## src/rtl/sbt_pkg.sv

```systemverilog
// Constants, register map and state types for the standstill and brake timer.
// Assumes one 200 MHz clock and a parameter port driven by the drive's firmware.
// Behaviour
// RL1: After a move ends, the done flag rises once the deviation has stayed in the window for the whole dwell time.
// RL2: A dwell time of zero turns standstill monitoring off; otherwise it is up to 32767 ms.
// RL3: Standstill counts only while the absolute deviation is at or below the window size (0 to 32767 raw units).
// RL4: An error is flagged if the window is not reached within the timeout in ms; zero turns the check off.
// RL5: The timeout starts when the setpoint reaches target or the profile generator finishes.
// RL6: On amplifier enable the drive's response is held off for the release delay after the brake opens, up to 1000 ms.
// RL7: On amplifier disable the brake is applied and the motor stays energised for the apply delay, default 0, max 1000 ms.
// The code cuts power at once when the disable comes during the release delay.
// RL8: The brake release drives the brake controller only through the output assigned to that function.
// With no output assigned the code drives the brake from the amplifier-active output instead.
// RL9: In the legacy mode the brake controller is driven from the amplifier-active output directly.
// RL10: With voltage reduction on, the brake controller lowers its brake voltage some time after release.
// RL11: At power-up the brake controller resets, leaves the brake unpowered and its indicator off.
// RL12: All ms delays use one 1 ms tick from the system clock, and each timer restarts when its start recurs.
package sbt_pkg;

   ////////////////////////////////////////////////////////////////////////
   // Clock and tick
   localparam int unsigned CLK_HZ = 200_000_000;
   localparam int unsigned TICK_MS = 1;
   localparam int unsigned TICK_CYCLES = CLK_HZ / 1000 * TICK_MS;

   ////////////////////////////////////////////////////////////////////////
   // Register offsets (parameter addresses)
   localparam logic [15:0] OFS_RELEASE_DELAY = 16'h050E;
   localparam logic [15:0] OFS_APPLY_DELAY = 16'h0510;
   localparam logic [15:0] OFS_WINDOW_SIZE = 16'h1112;
   localparam logic [15:0] OFS_DWELL_TIME = 16'h1114;
   localparam logic [15:0] OFS_TIMEOUT = 16'h1116;

   ////////////////////////////////////////////////////////////////////////
   // Reset values and limits
   localparam logic [15:0] RST_RELEASE_DELAY = 16'h0000;
   localparam logic [15:0] RST_APPLY_DELAY = 16'h0000;
   localparam logic [31:0] RST_WINDOW_SIZE = 32'h0000_0190;
   localparam logic [15:0] RST_DWELL_TIME = 16'h0000;
   localparam logic [15:0] RST_TIMEOUT = 16'h0000;
   localparam logic [15:0] MAX_BRAKE_MS = 16'h03E8;
   localparam logic [15:0] MAX_DWELL_MS = 16'h7FFF;
   localparam logic [15:0] MAX_TIMEOUT_MS = 16'h3E80;
   localparam logic [31:0] MAX_WINDOW = 32'h0000_7FFF;

   ////////////////////////////////////////////////////////////////////////
   // States
   typedef enum logic [1:0] {WS_IDLE, WS_WAIT, WS_DONE} sbt_win_e;
   typedef enum logic [2:0] {BS_OFF, BS_RELEASING, BS_ON, BS_APPLYING} sbt_brk_e;

   // Saturating clamp of a 16 bit setting
   function automatic logic [15:0] sbt_clamp16(input logic [15:0] v, input logic [15:0] lim);
      return (v > lim) ? lim : v;
   endfunction

endpackage

```

## src/rtl/sbt_tick_if.sv

```systemverilog
// Carrier of the shared millisecond tick between the top and its timers.
// Assumes a single clock domain.
interface sbt_tick_if;
   logic tick;
   modport src (output tick);
   modport dst (input tick);
endinterface

```

## src/rtl/sbt_ms_timer.sv

```systemverilog
// Millisecond down-counter used by every delay in the block.
// Assumes the tick is a one-cycle pulse on the same clock.
module sbt_ms_timer
   import sbt_pkg::*;
(
   // Clock and reset
   input wire logic clk_in,
   input wire logic rst_n_in,
   // Tick
   sbt_tick_if.dst tick_if,
   // Control
   input wire logic start_in,
   input wire logic [15:0] ms_in,
   output logic expired_out
);

   logic [15:0] cnt_q;
   logic run_q;

   ////////////////////////////////////////////////////////////////////////
   // Restart whenever start recurs; zero expires at once
   always_ff @(posedge clk_in) begin
      if (!rst_n_in) begin
         cnt_q <= 16'h0000;
         run_q <= 1'b0;
         expired_out <= 1'b0;
      end else if (start_in) begin // RL12
         cnt_q <= ms_in;
         run_q <= (ms_in != 16'h0000);
         expired_out <= (ms_in == 16'h0000);
      end else if (run_q && tick_if.tick) begin
         // First tick may be partial: up to 1 ms early, accepted
         cnt_q <= cnt_q - 16'h0001;
         if (cnt_q == 16'h0001) begin
            run_q <= 1'b0;
            expired_out <= 1'b1;
         end
      end
   end

endmodule

```

## src/rtl/sbt_top.sv

```systemverilog
// Standstill window monitor and holding brake sequencer.
// Assumes parameter writes on a simple address/data port from firmware,
// deviation and control inputs from logic on the same clock.
module sbt_top
   import sbt_pkg::*;
#(
   parameter int unsigned TICK_DIV = TICK_CYCLES
)(
   // Clock and reset
   input wire logic clk_in,
   input wire logic rst_n_in,
   // Parameter port
   input wire logic par_wr_in,
   input wire logic par_rd_in,
   input wire logic [15:0] par_addr_in,
   input wire logic [31:0] par_wdata_in,
   output logic [31:0] par_rdata_out,
   output logic par_err_out,
   // Position loop
   input wire logic signed [31:0] deviation_in,
   input wire logic target_reached_in,
   input wire logic profile_done_in,
   output logic motion_done_out,
   output logic window_error_out,
   // Amplifier and brake
   input wire logic amp_enable_in,
   input wire logic legacy_brake_in,
   input wire logic brake_assigned_in,
   output logic amp_power_out,
   output logic drive_ready_out,
   output logic brake_release_out,
   output logic amplifier_active_output
);

   // A divider below two could never produce a single-cycle tick
   if (TICK_DIV < 2) begin : g_div_check
      $error("TICK_DIV too small");
   end

   sbt_tick_if tick_if ();
   logic [31:0] div_q;
   logic [31:0] window_size_q;
   logic [15:0] dwell_q, tout_q, rel_q, app_q;
   sbt_win_e win_q;
   sbt_brk_e brk_q;
   logic move_end, in_win, dwell_done, tout_done, rel_done, app_done;
   logic dwell_start, tout_start, rel_start, app_start;
   logic amp_q;
   logic brake_cmd;
   logic [31:0] dev_abs;

   ////////////////////////////////////////////////////////////////////////
   // Millisecond tick divider
   always_ff @(posedge clk_in) begin
      if (!rst_n_in) begin
         div_q <= 32'h0000_0000;
         tick_if.tick <= 1'b0;
      end else begin
         tick_if.tick <= (div_q == TICK_DIV - 1); // RL12
         div_q <= (div_q == TICK_DIV - 1) ? 32'h0000_0000 : div_q + 32'h0000_0001;
      end
   end

   ////////////////////////////////////////////////////////////////////////
   // Parameter writes; window saturates on the full word, other settings saturate their low 16 bits
   always_ff @(posedge clk_in) begin
      if (!rst_n_in) begin
         rel_q <= RST_RELEASE_DELAY;
         app_q <= RST_APPLY_DELAY;
         window_size_q <= RST_WINDOW_SIZE;
         dwell_q <= RST_DWELL_TIME;
         tout_q <= RST_TIMEOUT;
      end else if (par_wr_in) begin
         unique case (par_addr_in)
            OFS_RELEASE_DELAY: rel_q <= sbt_clamp16(par_wdata_in[15:0], MAX_BRAKE_MS); // RL6
            OFS_APPLY_DELAY: app_q <= sbt_clamp16(par_wdata_in[15:0], MAX_BRAKE_MS); // RL7
            OFS_WINDOW_SIZE: window_size_q <= (par_wdata_in > MAX_WINDOW) ? MAX_WINDOW : par_wdata_in; // RL3
            OFS_DWELL_TIME: dwell_q <= sbt_clamp16(par_wdata_in[15:0], MAX_DWELL_MS); // RL2
            OFS_TIMEOUT: tout_q <= sbt_clamp16(par_wdata_in[15:0], MAX_TIMEOUT_MS); // RL4
            default: ;
         endcase
      end
   end

   ////////////////////////////////////////////////////////////////////////
   // Reads, one cycle latency; unmapped address flags an error
   always_ff @(posedge clk_in) begin
      if (!rst_n_in) begin
         par_rdata_out <= 32'h0000_0000;
         par_err_out <= 1'b0;
      end else begin
         par_err_out <= 1'b0;
         if (par_rd_in || par_wr_in) begin
            par_rdata_out <= 32'h0000_0000;
            unique case (par_addr_in)
               OFS_RELEASE_DELAY: par_rdata_out <= {16'h0000, rel_q};
               OFS_APPLY_DELAY: par_rdata_out <= {16'h0000, app_q};
               OFS_WINDOW_SIZE: par_rdata_out <= window_size_q;
               OFS_DWELL_TIME: par_rdata_out <= {16'h0000, dwell_q};
               OFS_TIMEOUT: par_rdata_out <= {16'h0000, tout_q};
               default: par_err_out <= 1'b1;
            endcase
         end
      end
   end

   ////////////////////////////////////////////////////////////////////////
   // Window test on the absolute deviation
   assign dev_abs = deviation_in[31] ? 32'(-deviation_in) : deviation_in;
   assign in_win = (dev_abs <= window_size_q); // RL3
   assign move_end = target_reached_in || profile_done_in; // RL5

   // Every move end restarts both timers, even mid-wait or after a result;
   // while waiting, the dwell also restarts whenever the deviation leaves the window
   assign dwell_start = move_end || ((win_q == WS_WAIT) && !in_win); // RL12
   assign tout_start = move_end; // RL5 RL12

   sbt_ms_timer u_dwell (.clk_in(clk_in), .rst_n_in(rst_n_in), .tick_if(tick_if),
      .start_in(dwell_start), .ms_in(dwell_q), .expired_out(dwell_done));
   sbt_ms_timer u_tout (.clk_in(clk_in), .rst_n_in(rst_n_in), .tick_if(tick_if),
      .start_in(tout_start), .ms_in(tout_q), .expired_out(tout_done));

   ////////////////////////////////////////////////////////////////////////
   // Standstill sequence
   always_ff @(posedge clk_in) begin
      if (!rst_n_in) begin
         win_q <= WS_IDLE;
         motion_done_out <= 1'b0;
         window_error_out <= 1'b0;
      end else begin
         unique case (win_q)
            WS_IDLE: begin
               if (move_end && dwell_q != 16'h0000) begin // RL2
                  win_q <= WS_WAIT;
                  motion_done_out <= 1'b0;
                  window_error_out <= 1'b0;
               end
            end
            WS_WAIT: begin
               if (in_win && dwell_done && !dwell_start) begin
                  motion_done_out <= 1'b1; // RL1
                  win_q <= WS_DONE;
               end else if (tout_q != 16'h0000 && tout_done && !tout_start) begin
                  window_error_out <= 1'b1; // RL4
                  win_q <= WS_DONE;
               end
            end
            WS_DONE: begin
               // A new move end rearms both timers
               if (move_end) begin
                  // Skip idle so a single move-end pulse starts the next wait
                  win_q <= (dwell_q != 16'h0000) ? WS_WAIT : WS_IDLE; // RL2
                  motion_done_out <= 1'b0;
                  window_error_out <= 1'b0;
               end
            end
            default: win_q <= WS_IDLE;
         endcase
      end
   end

   ////////////////////////////////////////////////////////////////////////
   // Brake sequencer
   assign rel_start = (brk_q == BS_OFF) && amp_enable_in;
   assign app_start = (brk_q == BS_ON) && !amp_enable_in;

   sbt_ms_timer u_rel (.clk_in(clk_in), .rst_n_in(rst_n_in), .tick_if(tick_if),
      .start_in(rel_start), .ms_in(rel_q), .expired_out(rel_done));
   sbt_ms_timer u_app (.clk_in(clk_in), .rst_n_in(rst_n_in), .tick_if(tick_if),
      .start_in(app_start), .ms_in(app_q), .expired_out(app_done));

   always_ff @(posedge clk_in) begin
      if (!rst_n_in) begin
         brk_q <= BS_OFF;
         amp_q <= 1'b0;
         drive_ready_out <= 1'b0;
      end else begin
         unique case (brk_q)
            BS_OFF: if (amp_enable_in) begin
               brk_q <= BS_RELEASING;
               amp_q <= 1'b1; // Brake opens with power
            end
            BS_RELEASING: begin
               if (!amp_enable_in) begin
                  brk_q <= BS_OFF;
                  amp_q <= 1'b0;
               end else if (rel_done && !rel_start) begin
                  brk_q <= BS_ON;
                  drive_ready_out <= 1'b1; // RL6
               end
            end
            BS_ON: if (!amp_enable_in) begin
               brk_q <= BS_APPLYING;
               drive_ready_out <= 1'b0;
            end
            BS_APPLYING: if (app_done && !app_start) begin
               brk_q <= BS_OFF;
               amp_q <= 1'b0; // RL7
            end
            default: brk_q <= BS_OFF;
         endcase
      end
   end

   ////////////////////////////////////////////////////////////////////////
   // Brake is applied as soon as the disable is seen; from BS_ON power stays through the apply delay, from BS_RELEASING it drops at once
   assign brake_cmd = amp_q && (brk_q != BS_APPLYING); // RL7

   // Output routing: assigned output, or direct drive on the active output in legacy mode or with none assigned
   always_ff @(posedge clk_in) begin
      if (!rst_n_in) begin
         amp_power_out <= 1'b0;
         brake_release_out <= 1'b0;
         amplifier_active_output <= 1'b0;
      end else begin
         amp_power_out <= amp_q;
         brake_release_out <= !legacy_brake_in && brake_assigned_in && brake_cmd; // RL8
         // Legacy or no output assigned: the active output carries the brake command
         amplifier_active_output <= brake_cmd && (legacy_brake_in || !brake_assigned_in); // RL9
      end
   end

endmodule

```

## config.mk

```make
export PLATFORM = sky130hd
export DESIGN_NAME = sbt_top
export DESIGN_NICKNAME = d
export VERILOG_FILES = /design/src/rtl/sbt_pkg.sv /design/src/rtl/sbt_tick_if.sv /design/src/rtl/sbt_ms_timer.sv /design/src/rtl/sbt_top.sv
export SDC_FILE = /design/constraint.sdc
export NUM_CORES = 1
export LEC_CHECK = 0
export BUFFER_PORTS_ARGS = -buffer_cell sky130_fd_sc_hd__buf_4
export CORE_MARGIN = 1.5
export CORE_UTILIZATION = 40
export CTS_BUF_LIST = sky130_fd_sc_hd__clkbuf_4 sky130_fd_sc_hd__clkbuf_8 sky130_fd_sc_hd__clkbuf_16
export CTS_CLUSTER_DIAMETER = 40
export CTS_CLUSTER_SIZE = 30
export DETAILED_ROUTE_END_ITERATION = 7
export GPL_ROUTABILITY_DRIVEN = 0
export GPL_TIMING_DRIVEN = 0
export PLACE_DENSITY = 0.69
export REMOVE_ABC_BUFFERS = 1
export SYNTH_ARGS = -nofsm -noshare
export SYNTH_HDL_FRONTEND = slang
export SYNTH_SLANG_ARGS = --single-unit
```

## constraint.sdc

```tcl
create_clock -name clk_in -period 13.66 [get_ports clk_in]
set_input_delay 2.732 -clock clk_in [delete_from_list [all_inputs] [get_ports clk_in]]
set_output_delay 2.732 -clock clk_in [all_outputs]
set_load 0.05 [all_outputs]
```

==> results of run 1 <==
[per-stage QoR]
| step | cell area (um2) | hold WS, ps | worst slack [ps] | instances |
|---|---|---|---|---|
| 2_1_floorplan | 11900 | 430 | 6070 | 1360 |
| 3_3_place_gp | 13300 | 441 | 4910 | 1877 |
| 3_5_place_dp | 13400 | 446 | 5890 | 1882 |
| 4_1_cts | 14500 | 455 | 6410 | 1940 |
| 5_1_grt | 14500 | 471 | 6050 | 1940 |
| 6_report | 14500 | 449 | 6360 | 1940 |
[per-layer routing]
layer,up-vias,GRT usage
met1,5179,0.298
met5,-,0
li1,5395,-
met2,411,0.322
met4,0,0.0693
met3,69,0.0366
[power groups by stage]
stage          clock network [W]   logic, W  registers, W
4_1_cts                 0.000830   0.000144      0.000733
6_report                0.000818   0.000144      0.000734
3_3_place_gp                   0   0.000137      0.000749
3_5_place_dp                   0   0.000143      0.000749
5_1_grt                 0.000863   0.000158      0.000735
2_1_floorplan                  0  0.0000706      0.000756
[worst max-delay path, cell delays in order]
cell,delay [ps]
buf_4,130
or4_4,550
or4b_1,600
nor4_1,470
nand2_1,280
o31ai_1,360
xnor2_1,170
ha_1,250
nand4_1,150
nor3_1,70
a221oi_1,280
nor3b_1,630
a31oi_2,500
buf_8,320
o32ai_1,270
[final timing paths]
kind	to	slack (ps)	cells past startpoint
setup reg to reg	u_dwell.run_q	10550	9
hold / removal	par_rdata_out[24]	450	2
hold reg to reg	par_rdata_out[24]	450	2
setup / recovery	u_dwell.run_q	6360	15
[kinds of logic after synthesis]
family	Yosys count
muxes	17
xor gates and xnor gates	114
AOI/OAI and AO/OA	312
adders and majority gates	42
DFF	245
and+or+nand+nor	566
buffers and inverters	151
[flip-flops by register name, summed over array words and instances, names as in the netlist, 16 cells and up]
signal / flops
window_size_q: 32
par_rdata_out: 32
u_dwell.cnt_q: 16
tout_q: 16
dwell_q: 16
div_q: 32
u_tout.cnt_q: 16
u_rel.cnt_q: 16
u_app.cnt_q: 16
rel_q: 16
app_q: 16
[cell usage after synthesis (all sizes together) (9+ instances only)]
master    n  area share
inv      64       0.020
nand3    47       0.019
nand4    33       0.017
or3      11      0.0061
mux2i    17       0.014
xnor2    83       0.060
a31oi    22       0.011
or2       9      0.0046
o311a    19       0.016
a21oi    70       0.029
nor4     50       0.026
and3     24       0.012
a211oi   43       0.026
nor3     49       0.021
o221a    12       0.011
nand2   131       0.040
ha       42       0.043
nand2b   22       0.012
o21ai    60       0.025
nor2    130       0.040
xor2     31       0.022
and2     17      0.0087
dfxtp   245        0.40
clkbuf   79       0.024
o31ai    13      0.0091
a22oi    40       0.025
[final cells by class]
type | instances | area share
clock buffer | 33 | 0.0550
clock inverter | 25 | 0.0189
inverter | 64 | 0.0167
multi-input combinational | 1051 | 0.465
sequential | 245 | 0.338
tap | 390 | 0.0337
timing repair buffer | 132 | 0.0724
[placed cells by master (no fill, tap or decap), types with 9 or more instances in the layout]
cell	Yosys	layout
nor2_1	130	128
xnor2_1	83	83
or2_2	9	9
a31oi_1	22	21
nand2b_1	21	21
xor2_1	31	31
or3_1	10	10
inv_1	64	63
clkbuf_16	0	31
nand3_1	47	47
o31ai_1	12	11
a22oi_1	40	40
ha_1	42	42
a21oi_1	70	70
nand4_1	33	33
buf_4	0	127
o311a_1	19	19
a211oi_1	43	43
mux2i_1	17	17
o21ai_0	60	60
nand2_1	131	131
nor3_1	48	48
o221a_2	12	12
nor4_1	50	50
dfxtp_1	245	245
and3_1	24	24
and2_1	15	15
==> metrics.txt, run 1 <==
Yosys cell types 66; leakage 5.40 nW; Sw Ratio 0.273; DR top layer met4; CTS tree built; crit path capture type register; final wirelength 33.9 mm; clock-pin slew on the worst setup and hold paths approximately 70 ps; largest net degree at the start of global routing between 100 and 150; reg-to-reg startpoint window_size_q[30]; WL per Instance 17.5 um; RSZ-0062 raised after global routing false; IO Port Bufs 127; syn avg cell area 8.42 um2; routed wl met2 14.8 mm; remaining global-route overflow 0; HP Start par_rdata_out[24]; CP startpoint kind input port; PwrDens 117 nW/um2; area used by multi-input combinational logic 6740 um2; NetSw 0.000463 W; ANT nets after route 0; mux contribution to synthesized area 0.0140; Post-synth ARST share 0; critical path data arrival time 7790 ps; die height 178 um; Post-synth EDFFs 0; DRT Pass-1 Iters 5; first-pass GRT wire length 53.4 mm; final hold vios 0; Syn-to-layout area delta 18.9%; Iter 0 DRT Violations between 900 and 1000; Post-CTS Hold Buffers 0; Clock power frac 0.482; Routed met1 length 15.4 mm; H-tree depth 1; fin. max-slew vios 0; Fillers 2823; Worst Path Max Fanout 10; Total Power 0.00170 W; fmax between 0.1 and 0.15 GHz; share of cells above drive strength 1 0.145; clock tree buffer depth 3; clk_lat worst skew 590 ps; register area 4900 um2; final core occ 0.487; flops & latches, synth 245; Diodes inserted 0; Worst Hold Class register to register; Simple-Gate Fraction of Synth Area 0.238; core region area between 20000 and 30000 um2; vias in the first global route approximately 10000; Final Skew ~34 ps; largest family of logic cells by synthesized area simple AND/OR/NAND/NOR gates; maximum VDD drop 0.101 mV; Crit Path Category input port to register; DR vias approximately 11000; YS warnings 0; Post-Syn Instances around 1400; CTS Root Cell clkbuf_16; outcome finished clean; total CTS buffers 31; CTS sink cnt 245; Fin Setup TNS 0 ps; sequential area share after synthesis 0.402; Global Route Usage Sum 0.211; I/O pins approximately 130; Required @ worst endpoint 14160 ps; Synth Area in XOR/XNOR 0.0819; Pint 0.00123 W; Post-Syn Area ~12000 um2; Comb pwr share 0.085; Synth Area in Compound Gates 0.174; max cap viols 0; final worst-path cycle share 0.534; # setup viols final 0; WL met3 2.58 mm; Initial Utilization 0.409; sequential power share 0.433; hpwl dp between 20 and 25 mm; vias per std cell 5.70; Main synth FF type dfxtp_1; post-route minimum period around 7300 ps; die area 31500 um2; worst-margin pin slew between 1000 and 1500 ps; # nets final 1656; post-CTS setup buffers 0; Die Wd between 150 and 200 um; Row Count 63; Critical path origin deviation_in[3]; initial antenna violation count 0; relative slew slack 0.0470; cts repair resizes 0; Adder-Cell Fraction of Synth Area 0.0431; # DRC 0
Note: power is estimated with default switching activity, not from simulation.
==> inputs of run 2 (changes only) <==
- ABC_AREA: not set -> 1
- PLACE_DENSITY: 0.69 -> 0.71
- clock period: 13.66 -> 6.1 ns (I/O delays scaled with it)
==> metrics.txt, run 2 <==
fin. max-slew vios 0 (unchanged); core region area 32500 um2 (+9.2%); remaining global-route overflow 0 (unchanged); NetSw 0.00120 W (+160%); # setup viols final 0 (unchanged); die area 34100 um2 (+8.1%); Buf/Inv on CP 2 (unchanged); total CTS buffers 39 (+26%); Initial Utilization 0.406 (-0.00350); I/O pins 128 (unchanged); sequential power share 0.382 (-0.051); first-pass GRT wire length 60.5 mm (+13%); share of cells above drive strength 1 0.122 (-0.0224); Synth top area share 0.372 (-0.0307); critical path data arrival time 5410 ps (-2380 ps); ANT nets after route 0 (unchanged); Clock power frac 0.516 (+0.034); H-tree depth 2 (+1); Worst Hold Depth 2 (unchanged); clock tree buffer depth 3 (unchanged); Synth Area in Compound Gates 0.166 (-0.00825); commonest non-fill, non-tap cell in the layout nand2_1; DRT Pass-1 Iters 5 (unchanged); largest net degree at the start of global routing 115 (-6.5%); RSZ-0062 raised after global routing false; max cap viols 0 (unchanged); Post-CTS Hold Buffers 0 (unchanged); Synth area leaders dfxtp_1, nand2_1, inv_1, nor2_1, o21ai_0; Yosys cell types 48 (-27%); dominant cell by count in the synthesized netlist nand2_1; worst-margin pin slew 1330 ps (-104 ps); Crit-path slowest cell nand3_2; syn avg cell area 6.98 um2 (-17%); Comb pwr share 0.102 (+0.017); Simple-Gate Fraction of Synth Area 0.282 (+0.0439); crit path capture type register; # DRC 0 (unchanged); CTS sink cnt 245 (unchanged); CTS tree built; Top Registers div_q: 32 flops, par_rdata_out: 32 flops, window_size_q: 32 flops; Synth Area in XOR/XNOR 0.0438 (-0.0381); Row Count 66 (+4.8%); maximum VDD drop 0.218 mV (+120%); final wirelength 37.8 mm (+12%); Total Power 0.00431 W (+150%); Iter 0 DRT Violations 1077 (+8.4%); commonest cells in the netlist nand2_1, inv_1, dfxtp_1; WL per Instance 15.4 um (-12%); hpwl dp 27.6 mm (+13%); final worst-path cycle share 0.811; most frequent cells in the layout nand2_1, inv_1, dfxtp_1, nor2_1, o21ai_0; initial antenna violation count 0 (unchanged); Sw Ratio 0.279 (+0.00549); Syn-to-layout area delta 19.4%; CP most frequent cell nand2_1; Worst Path Max Fanout 32 (+22); Die Wd 185 um (+4.0%); IO Port Bufs 127 (unchanged); reg-to-reg startpoint window_size_q[27]; top cell type by total area after synthesis dfxtp_1; post-route minimum period 4940 ps; mux contribution to synthesized area 0 (-0.0140); Final Skew 28.8 ps (-5.04 ps); leakage 6.50 nW (+20%); Worst Hold Class register to register; post-CTS setup buffers 0 (unchanged); Post-Syn Area 13200 um2 (+8.3%); Pint 0.00311 W (+150%); Post-synth ARST share 0 (unchanged); vias in the first global route 11854 (+17%); Min-Delay Endpoint amp_power_out; fmax 0.202 GHz; delay-heaviest family, CP simple AND/OR/NAND/NOR gates; clk_lat worst skew 540 ps (-50 ps); r2r endpoint u_dwell.cnt_q[14]; cts repair resizes 0 (unchanged); Global Route Usage Sum 0.220 (+0.00944); final hold vios 0 (unchanged); Diodes inserted 0 (unchanged); CP max stage delay 530 ps (-100 ps); clock-pin slew on the worst setup and hold paths 60 ps (about the same); largest family of logic cells by synthesized area simple AND/OR/NAND/NOR gates; outcome finished clean; CP startpoint kind input port; vias per std cell 5.32 (-6.6%); Fin Setup TNS 0 ps (unchanged); HP Start amp_q; Adder-Cell Fraction of Synth Area 0.0398 (-0.00329); Post-Syn Instances 1891 (+31%); Main synth FF type dfxtp_1; sequential area share after synthesis 0.372 (-0.0307); CP Cell Sequence buf_4 > inv_1 > ha_1 > nand4_1 > nor3_2 > nand4_2 > o21ai_0 > o21ai_0 > xor2_1 > ha_1 > nand2_1 > nor2_1 > nand2_1 > nor4_2 > nand2_1 > nand2_1 > nand3_2 > nand2_2 > nand2_1 > nand2_1 > nor2_1 > nor2_1; CTS Root Cell clkbuf_16; PwrDens 274 nW/um2 (+130%); FF-to-FF path depth 14 (+5); Post-synth EDFFs 0 (unchanged); die height 185 um (+4.0%); R2R setup slack 3170 ps (-7380 ps); YS warnings 0 (unchanged); # nets final 2116 (+28%); Required @ worst endpoint 6570 ps (-7590 ps); DR vias 13072 (+18%); flops & latches, synth 245 (unchanged); relative slew slack 0.109 (+0.0620); Crit Path Category input port to register
run 2: changes by cell type in the layout (fill, tap and decap cells not counted), sizes merged, moves of 23 or more:
cell	previous run	this run
a22oi	40	0
a211oi	43	5
a21oi	70	125
xnor2	83	18
nand3	47	102
inv	74	266
nand2	131	332
nor3	49	75
o21ai	60	148
and3	24	0
nor2	130	207
a31oi	22	45
run 2: kinds of logic (layout without fill, tap and decap cells):
| family | after synthesis | in the layout |
|---|---|---|
| xor+xnor | 66 | 66 |
| flops | 245 | 245 |
| compound gates | 390 | 390 |
| simple gates | 815 | 815 |
| buf+inv | 333 | 456 |
| fa+ha+maj | 42 | 42 |
run 2: area by class of cell:
cell class | count | area, um2
flip-flops and latches | 245 | 4900
repair buffers | 129 | 993
fillers | 3198 | 16800
inverters | 257 | 967
clock buffers | 41 | 997
multi-input cells | 1313 | 7020
clock inverters | 29 | 332
well taps | 442 | 553
run 2: worst max path at each step:
stage / from / endpoint / cells after the start
after floorplan: deviation_in[0] / u_dwell.cnt_q[10] / 22
after global placement: deviation_in[0] / u_dwell.cnt_q[4] / 21
after detailed placement: deviation_in[0] / u_dwell.cnt_q[15] / 22
after CTS: deviation_in[0] / u_dwell.cnt_q[14] / 22
after global routing: deviation_in[0] / u_dwell.cnt_q[14] / 22
final: deviation_in[0] / u_dwell.cnt_q[14] / 22
run 2: per-stage QoR:
stage | utilization | hold slack [ps] | area, um2 | instances | worst slack [ps]
floorplan | - | 418 | 12900 | 1815 | 1700
global placement | 0.442 | 429 | 14400 | 2384 | 713
detailed placement | 0.444 | 439 | 14400 | 2386 | 664
CTS | 0.484 | 454 | 15800 | 2456 | 1200
global route | 0.484 | 481 | 15800 | 2456 | 609
finish | 0.484 | 457 | 15800 | 2456 | 1160
run 2: power groups by stage:
stage | registers (W) | clock network, W | logic, W
final | 0.00165 | 0.00222 | 0.000439
after global routing | 0.00165 | 0.00232 | 0.000492
after CTS | 0.00165 | 0.00225 | 0.000437
after detailed placement | 0.00168 | 0 | 0.000435
after global placement | 0.00168 | 0 | 0.000423
after floorplan | 0.00172 | 0 | 0.000237
run 2: worst register-to-register path, delay by kind of cell (launching register included):
family,cells,cell delay [ps]
adders and majority gates,1,290
buffers and inverters,1,60
DFF,1,330
and+or+nand+nor,12,2200
run 2: layer usage:
metal  global-route usage  share of wire
met1                0.285           0.43
met5                    0              0
met4               0.0800          0.034
met2                0.362           0.46
met3               0.0433          0.075
